## src/include/xcvr_pkg.sv

```systemverilog
// package with widths and control levels of the two-way transceiver
package xcvr_pkg;
    localparam int unsigned DATA_W = 18;
    localparam logic OUT_EN_ACTIVE = 1'b0;
    localparam logic CLK_EN_ACTIVE = 1'b0;
    localparam logic LATCH_OPEN = 1'b1;
    localparam logic CLK_IDLE = 1'b0;
    localparam logic [DATA_W-1:0] STORE_RESET = 18'h00000;
    localparam int unsigned SYNC_STAGES = 2;
endpackage

```

## src/hdl/bidir_latch_flop_transceiver.sv

```systemverilog
// top of the 18-bit latch/flip-flop bus transceiver
// Contract
// - two 18-bit paths, bits treated alike
// - latch enable high passes A to B
// - latch low, clock steady holds value
// - falling clock with enable captures A
// - clock enable high ignores the clock
// - active-low output enable, else high-impedance
// - B-to-A path mirrors A-to-B path
// - clock low before latch falls
`timescale 1ns/1ps
module bidir_latch_flop_transceiver
    import xcvr_pkg::*;
(
    // clock and reset
    input wire logic ref_clk_i,
    input wire logic rst_b_i,
    // port a pins
    input wire logic [DATA_W-1:0] a_i,
    output logic [DATA_W-1:0] a_o,
    output logic [DATA_W-1:0] a_oe_o,
    // port b pins
    input wire logic [DATA_W-1:0] b_i,
    output logic [DATA_W-1:0] b_o,
    output logic [DATA_W-1:0] b_oe_o,
    // a-to-b controls
    input wire logic ab_out_en_n_i,
    input wire logic ab_latch_en_i,
    input wire logic ab_clk_i,
    input wire logic ab_clk_en_n_i,
    // b-to-a controls
    input wire logic ba_out_en_n_i,
    input wire logic ba_latch_en_i,
    input wire logic ba_clk_i,
    input wire logic ba_clk_en_n_i
);
    // ----------------------------------------
    // pin synchronisers
    // ----------------------------------------
    // two flops on every data and control pin before any logic looks at it; rst_b_i is used directly

    // port a data
    logic [DATA_W-1:0] a_meta_reg;
    logic [DATA_W-1:0] a_sync_reg;

    // port b data
    logic [DATA_W-1:0] b_meta_reg;
    logic [DATA_W-1:0] b_sync_reg;

    // a-to-b controls
    logic ab_out_en_n_meta_reg;
    logic ab_out_en_n_sync_reg;
    logic ab_latch_en_meta_reg;
    logic ab_latch_en_sync_reg;
    logic ab_clk_meta_reg;
    logic ab_clk_sync_reg;
    logic ab_clk_en_n_meta_reg;
    logic ab_clk_en_n_sync_reg;

    // b-to-a controls
    logic ba_out_en_n_meta_reg;
    logic ba_out_en_n_sync_reg;
    logic ba_latch_en_meta_reg;
    logic ba_latch_en_sync_reg;
    logic ba_clk_meta_reg;
    logic ba_clk_sync_reg;
    logic ba_clk_en_n_meta_reg;
    logic ba_clk_en_n_sync_reg;

    // ----------------------------------------
    // data pins
    // ----------------------------------------
    // data reset to the stored reset value
    always_ff @(posedge ref_clk_i) begin
        if (!rst_b_i) begin
            a_meta_reg <= STORE_RESET;
            a_sync_reg <= STORE_RESET;
        end else begin
            a_meta_reg <= a_i;
            a_sync_reg <= a_meta_reg;
        end
    end

    always_ff @(posedge ref_clk_i) begin
        if (!rst_b_i) begin
            b_meta_reg <= STORE_RESET;
            b_sync_reg <= STORE_RESET;
        end else begin
            b_meta_reg <= b_i;
            b_sync_reg <= b_meta_reg;
        end
    end

    // ----------------------------------------
    // a-to-b control pins
    // ----------------------------------------
    // reset values keep the path disabled and holding
    always_ff @(posedge ref_clk_i) begin
        if (!rst_b_i) begin
            ab_out_en_n_meta_reg <= ~OUT_EN_ACTIVE;
            ab_out_en_n_sync_reg <= ~OUT_EN_ACTIVE;
        end else begin
            ab_out_en_n_meta_reg <= ab_out_en_n_i;
            ab_out_en_n_sync_reg <= ab_out_en_n_meta_reg;
        end
    end

    always_ff @(posedge ref_clk_i) begin
        if (!rst_b_i) begin
            ab_latch_en_meta_reg <= ~LATCH_OPEN;
            ab_latch_en_sync_reg <= ~LATCH_OPEN;
        end else begin
            ab_latch_en_meta_reg <= ab_latch_en_i;
            ab_latch_en_sync_reg <= ab_latch_en_meta_reg;
        end
    end

    always_ff @(posedge ref_clk_i) begin
        if (!rst_b_i) begin
            ab_clk_meta_reg <= CLK_IDLE;
            ab_clk_sync_reg <= CLK_IDLE;
        end else begin
            ab_clk_meta_reg <= ab_clk_i;
            ab_clk_sync_reg <= ab_clk_meta_reg;
        end
    end

    always_ff @(posedge ref_clk_i) begin
        if (!rst_b_i) begin
            ab_clk_en_n_meta_reg <= ~CLK_EN_ACTIVE;
            ab_clk_en_n_sync_reg <= ~CLK_EN_ACTIVE;
        end else begin
            ab_clk_en_n_meta_reg <= ab_clk_en_n_i;
            ab_clk_en_n_sync_reg <= ab_clk_en_n_meta_reg;
        end
    end

    // ----------------------------------------
    // b-to-a control pins
    // ----------------------------------------
    // same reset levels as the a-to-b side
    always_ff @(posedge ref_clk_i) begin
        if (!rst_b_i) begin
            ba_out_en_n_meta_reg <= ~OUT_EN_ACTIVE;
            ba_out_en_n_sync_reg <= ~OUT_EN_ACTIVE;
        end else begin
            ba_out_en_n_meta_reg <= ba_out_en_n_i;
            ba_out_en_n_sync_reg <= ba_out_en_n_meta_reg;
        end
    end

    always_ff @(posedge ref_clk_i) begin
        if (!rst_b_i) begin
            ba_latch_en_meta_reg <= ~LATCH_OPEN;
            ba_latch_en_sync_reg <= ~LATCH_OPEN;
        end else begin
            ba_latch_en_meta_reg <= ba_latch_en_i;
            ba_latch_en_sync_reg <= ba_latch_en_meta_reg;
        end
    end

    always_ff @(posedge ref_clk_i) begin
        if (!rst_b_i) begin
            ba_clk_meta_reg <= CLK_IDLE;
            ba_clk_sync_reg <= CLK_IDLE;
        end else begin
            ba_clk_meta_reg <= ba_clk_i;
            ba_clk_sync_reg <= ba_clk_meta_reg;
        end
    end

    always_ff @(posedge ref_clk_i) begin
        if (!rst_b_i) begin
            ba_clk_en_n_meta_reg <= ~CLK_EN_ACTIVE;
            ba_clk_en_n_sync_reg <= ~CLK_EN_ACTIVE;
        end else begin
            ba_clk_en_n_meta_reg <= ba_clk_en_n_i;
            ba_clk_en_n_sync_reg <= ba_clk_en_n_meta_reg;
        end
    end

    // ----------------------------------------
    // two paths
    // ----------------------------------------
    // port a data drives port b
    xcvr_path u_ab (
        .ref_clk_i(ref_clk_i),
        .rst_b_i(rst_b_i),
        .out_en_n_i(ab_out_en_n_sync_reg),
        .latch_en_i(ab_latch_en_sync_reg),
        .clk_i(ab_clk_sync_reg),
        .clk_en_n_i(ab_clk_en_n_sync_reg),
        .src_i(a_sync_reg),
        .dst_o(b_o),
        .dst_oe_o(b_oe_o)
    );

    // port b data drives port a
    xcvr_path u_ba (
        .ref_clk_i(ref_clk_i),
        .rst_b_i(rst_b_i),
        .out_en_n_i(ba_out_en_n_sync_reg),
        .latch_en_i(ba_latch_en_sync_reg),
        .clk_i(ba_clk_sync_reg),
        .clk_en_n_i(ba_clk_en_n_sync_reg),
        .src_i(b_sync_reg),
        .dst_o(a_o),
        .dst_oe_o(a_oe_o)
    );
endmodule // bidir_latch_flop_transceiver

```

## src/hdl/xcvr_path.sv

```systemverilog
// one direction of the transceiver: storage element and output driver
`timescale 1ns/1ps
module xcvr_path
    import xcvr_pkg::*;
(
    // clock and reset
    input wire logic ref_clk_i,
    input wire logic rst_b_i,
    // synchronised controls
    input wire logic out_en_n_i,
    input wire logic latch_en_i,
    input wire logic clk_i,
    input wire logic clk_en_n_i,
    // synchronised source data
    input wire logic [DATA_W-1:0] src_i,
    // driven side
    output logic [DATA_W-1:0] dst_o,
    output logic [DATA_W-1:0] dst_oe_o
);
    logic [DATA_W-1:0] store_reg;
    logic clk_prev_reg;
    logic fall;

    assign fall = clk_prev_reg & ~clk_i;

    always_ff @(posedge ref_clk_i) begin
        if (!rst_b_i) begin
            clk_prev_reg <= CLK_IDLE;
        end else begin
            clk_prev_reg <= clk_i;
        end
    end

    // storage keeps updating whatever the output enable says
    always_ff @(posedge ref_clk_i) begin
        if (!rst_b_i) begin
            store_reg <= STORE_RESET;
        end else if (latch_en_i == LATCH_OPEN) begin
            store_reg <= src_i;
        end else if (fall && clk_en_n_i == CLK_EN_ACTIVE) begin
            store_reg <= src_i;
        end
    end

    // transparent mode registers the source, so it shows one ref_clk_i cycle later
    always_ff @(posedge ref_clk_i) begin
        if (!rst_b_i) begin
            dst_o <= STORE_RESET;
            dst_oe_o <= '0;
        end else begin
            if (latch_en_i == LATCH_OPEN) begin
                dst_o <= src_i;
            end else if (fall && clk_en_n_i == CLK_EN_ACTIVE) begin
                dst_o <= src_i;
            end else begin
                dst_o <= store_reg;
            end
            dst_oe_o <= {DATA_W{out_en_n_i == OUT_EN_ACTIVE}};
        end
    end
endmodule // xcvr_path

```

## config.mk

```make
export PLATFORM = sky130hd
export DESIGN_NAME = bidir_latch_flop_transceiver
export DESIGN_NICKNAME = d
export VERILOG_FILES = /design/src/include/xcvr_pkg.sv /design/src/hdl/bidir_latch_flop_transceiver.sv /design/src/hdl/xcvr_path.sv
export SDC_FILE = /design/constraint.sdc
export NUM_CORES = 1
export LEC_CHECK = 0
export ABC_AREA = 1
export ABC_CLOCK_PERIOD_IN_PS = 1150
export BUFFER_PORTS_ARGS = -buffer_cell sky130_fd_sc_hd__buf_4
export CELL_PAD_IN_SITES_DETAIL_PLACEMENT = 1
export CELL_PAD_IN_SITES_GLOBAL_PLACEMENT = 1
export CORE_ASPECT_RATIO = 1.25
export CORE_MARGIN = 2
export CORE_UTILIZATION = 38
export CTS_CLUSTER_DIAMETER = 100
export DETAILED_ROUTE_END_ITERATION = 8
export PLACE_DENSITY = 0.89
export SKIP_CTS_REPAIR_TIMING = 1
export SYNTH_ARGS = -nofsm -noshare
export SYNTH_HDL_FRONTEND = slang
export SYNTH_SLANG_ARGS = --single-unit
```

## constraint.sdc

```tcl
create_clock -name ref_clk_i -period 1.15 [get_ports ref_clk_i]
set_input_delay 0.23 -clock ref_clk_i [delete_from_list [all_inputs] [get_ports ref_clk_i]]
set_output_delay 0.23 -clock ref_clk_i [all_outputs]
set_load 0.03 [all_outputs]
```

Word level (Yosys, flattened, before mapping)
Cells that the tools add are included.
{"block": "totals", "elab_cells": 42, "in_bits": 46, "out_inout_bits": 72, "register_bits": 128}
{"block": "op_classes", "bitwise": 8, "mux": 4, "reduce_logical": 4}
{"cell": "$mux 18", "n": 4}
{"cell": "$not 1->1", "n": 6}
{"cell": "$reduce_bool 2->1", "n": 2}
{"cell": "$and 1x1->1", "n": 2}
{"cell": "$logic_and 1x1->1", "n": 2}

Depth between registers and ports, before layout
{"block": "depth", "ltp_word": 5, "mapped_depth": 6, "ltp_nobuf": 5}

Modules after synthesis
A second synthesis with hierarchy kept.
{"block": "unflattened", "cells_unflattened": 558, "hier_area_um2": 4593.2}
{"module": "bidir_latch_flop_transceiver", "cells_per_inst": 274, "seq_area_each_um2": 1761.7, "area_per_inst_um2": 2493.6, "instances": 1}
{"module": "xcvr_path", "cells_per_inst": 142, "seq_area_each_um2": 400.4, "area_per_inst_um2": 1049.8, "instances": 2}

Least setup slack after synthesis
OpenSTA, ideal clock, no wires.
{"block": "synth_timing", "kind": "register -> output", "start": "register, netlist name u_ba.dst_oe_o[0]", "end": "output port a_oe_o[10]", "slack_ps": -93, "n_path_buf": 1, "required_time_ps": 920, "path_stages_with_launch": 2, "t_arrival_ps": 1013, "path_cell_list": "dfxtp_1 buf_4"}
{"item": "end: declaration", "line_no": "bidir_latch_flop_transceiver.sv:21", "text": "output logic [DATA_W-1:0] a_oe_o,"}
No word-level cell between the ends.

Worst setup path after layout
{"block": "layout_timing", "start": "register, netlist name u_ba.dst_oe_o[0]", "end": "output port a_oe_o[16]"}
No word-level cell between the ends.

==> flow_metrics.env <==
export IMPL_chipHeight_um=125
export IMPL_synth_nets=595
export IMPL_pin_count=118
export IMPL_tightest_slew_ns=0.291
export IMPL_core_area_um2=11600
export IMPL_viasPerCell=4.43
export IMPL_area_delta_synth_final_pct=36.9
export IMPL_ys_types=15
export IMPL_r2r_slack_ns=0
export IMPL_endpoint_kind="output pin"
export IMPL_overflow=0
export IMPL_grt_pass1_vias=3417
export IMPL_power_density_nw_per_um2=1760
export IMPL_clkTransAtPathRegs_ns=0.05
export IMPL_worstRegToRegCells=4
export IMPL_synth_cells=549
export IMPL_drt_iter0_markers=64
export IMPL_cts_tree="done"
export IMPL_whs_ns=0.0143
export IMPL_max_slew_margin=0.806
export IMPL_min_from="b_i[9]"
export IMPL_multi_input_area_um2=1130
export IMPL_hp_class="input port to flip-flop"
export IMPL_critPathArrivalTime_ns=1.06
export IMPL_hold_depth=3
export IMPL_cp_max_fo=9
export IMPL_violations="negative setup slack"
export IMPL_cts_htree_levels=4
export IMPL_worst_slack_ns=-0.137
export IMPL_wl_um=11300
export IMPL_setup_viol=37
export IMPL_grt_max_degree=37
export IMPL_dieArea_um2=12700
export IMPL_cp_slowest_cell="dfxtp_4"
export IMPL_port_buffer_count=117
export IMPL_die_w_um=101
export IMPL_grt_pass1_wl_um=16200
export IMPL_regArea_um2=2600
export IMPL_syn_area_um2=4480
export IMPL_nFillCells=1337
export IMPL_ys_seq_area_frac=0.572
export IMPL_first_pass_iters=6
export IMPL_reg2reg_to="u_ba.store_reg[10]"
export IMPL_clock_path_buffers=2
export IMPL_final_hold_violation_count=0
export IMPL_cp_required_ns=0.92
export IMPL_final_util=0.531
export IMPL_timing_fmax_mhz=777
export IMPL_drc_errors=0
export IMPL_num_antenna_cells=0
export IMPL_power_uw=10800
export IMPL_path_class="flip-flop to output pin"
export IMPL_drive_gt1_frac=0.319
export IMPL_antenna_found_initial=0
export IMPL_ys_seq_elements=128
export IMPL_crit_path_max_incr_delay_ns=0.36
export IMPL_vias=3511
export IMPL_finalMaxSlewViolations=0
export IMPL_timing_final_crit_share=1.12
export IMPL_gp_congestion=0.723
export IMPL_fin_cells=793
export IMPL_timing_rr_start="ba_clk_en_n_sync_reg"
export IMPL_nets=690
export IMPL_fin_crit_ns=1.29
export IMPL_cap_violations=0
export IMPL_clock_latency_ns=0.40
export IMPL_ys_warn_count=0
export IMPL_place_inst=751
export IMPL_hpwl_um=6690
export IMPL_cts_buffers=17
export IMPL_p_leak_uw=0.00346
export IMPL_grt_usage=0.163
export IMPL_rsz0062_at_grt="yes"
export IMPL_min_to="b_meta_reg[9]"
export IMPL_floorplan_rows=44
export IMPL_synth_area_per_cell_um2=8.17
export IMPL_crit_chain="buf_6, buf_4"
export IMPL_ant_nets=0
export IMPL_clock_sinks=128
export IMPL_ir_worst_vdd_v=0.000786
export IMPL_wire_per_inst_um=14.2
export IMPL_status="finished, violations left"
export IMPL_start_util=0.388
export IMPL_finClkSkew_ns=0.00706
export IMPL_clockRootBuffer="clkbuf_16"
export IMPL_start_kind="flip-flop"
## layout make-up
class	count	share of cell area
clock buffer	19	0.0722
clock inverter	11	0.0192
inverter	123	0.0752
multi-input combinational	244	0.184
sequential	128	0.424
tap	138	0.0281
timing repair buffer	130	0.197
## Yosys cell counts
cell	count	area (um^2)
a21oi_1	36	180
buf_2	18	90.1
buf_4	37	278
buf_6	4	45.0
dfxtp_1	128	2560
inv_1	121	454
inv_2	2	7.51
nand2_1	118	443
nand2_4	1	11.3
nand3_1	33	165
nand3_2	3	30.0
nand3_4	1	17.5
nor2_1	38	143
nor2_2	1	6.26
or2_2	8	50.1
## cell families after synthesis
kind of cell    count (synthesis)  share of synthesized area
simple gates                  203                      0.193
buf+inv                       182                      0.195
flops                         128                      0.572
compound gates                 36                     0.0402
## cells in the final DEF, fill, tap and decap left out, types with 3 or more instances in the layout
master,count
buf_4,84
nand3_4,3
buf_6,36
dfxtp_1,102
buf_8,5
nand3_1,33
buf_12,5
inv_2,4
nor2_1,38
or2_2,8
a21oi_1,35
dfxtp_2,24
clkinv_2,4
nand3_2,4
clkinvlp_4,5
clkbuf_16,17
nand2_1,118
inv_1,119
## per-stage QoR
step | setup slack (ns) | TNS [ns] | instance area, um^2
detailed placement | -0.0627 | -0.0914 | 5190
global placement | 0.0806 | 0 | 5190
floorplan | 0.154 | 0 | 4490
CTS | -0.225 | -8.95 | 5750
finish | -0.137 | -4.36 | 6140
global route | -0.172 | -5.77 | 6140
## how the worst max path moves through the flow
stage | from | end | cells after the start
2_1_floorplan | u_ba.dst_oe_o[0] | a_oe_o[10] | 1
3_3_place_gp | ba_clk_sync_reg | u_ba.store_reg[14] | 4
6_report | u_ba.dst_oe_o[0] | a_oe_o[16] | 2
4_1_cts | u_ab.dst_oe_o[0] | b_oe_o[0] | 1
3_5_place_dp | ba_clk_en_n_sync_reg | u_ba.store_reg[9] | 4
5_1_grt | u_ab.dst_oe_o[0] | b_oe_o[10] | 2
## critical path: cells and delay by family, from the launching register on
| family | cells | cell delay (ns) |
|---|---|---|
| flip-flops | 1 | 0.36 |
| buffers and inverters | 2 | 0.30 |
## where the power goes
| group | internal [uW] | leakage, uW | switching (uW) |
|---|---|---|---|
| registers | 4660 | 0.00107 | 102 |
| logic | 438 | 0.00213 | 574 |
| clock network | 3200 | 0.000263 | 1840 |
## routing by layer
metal / GRT usage / wire [um]
met1: 0.176 / 4300
met2: 0.296 / 6240
met3: 0.0458 / 438
met4: 0.0612 / 289
met5: 0 / 0
Note: power is estimated with default switching activity, not from simulation.
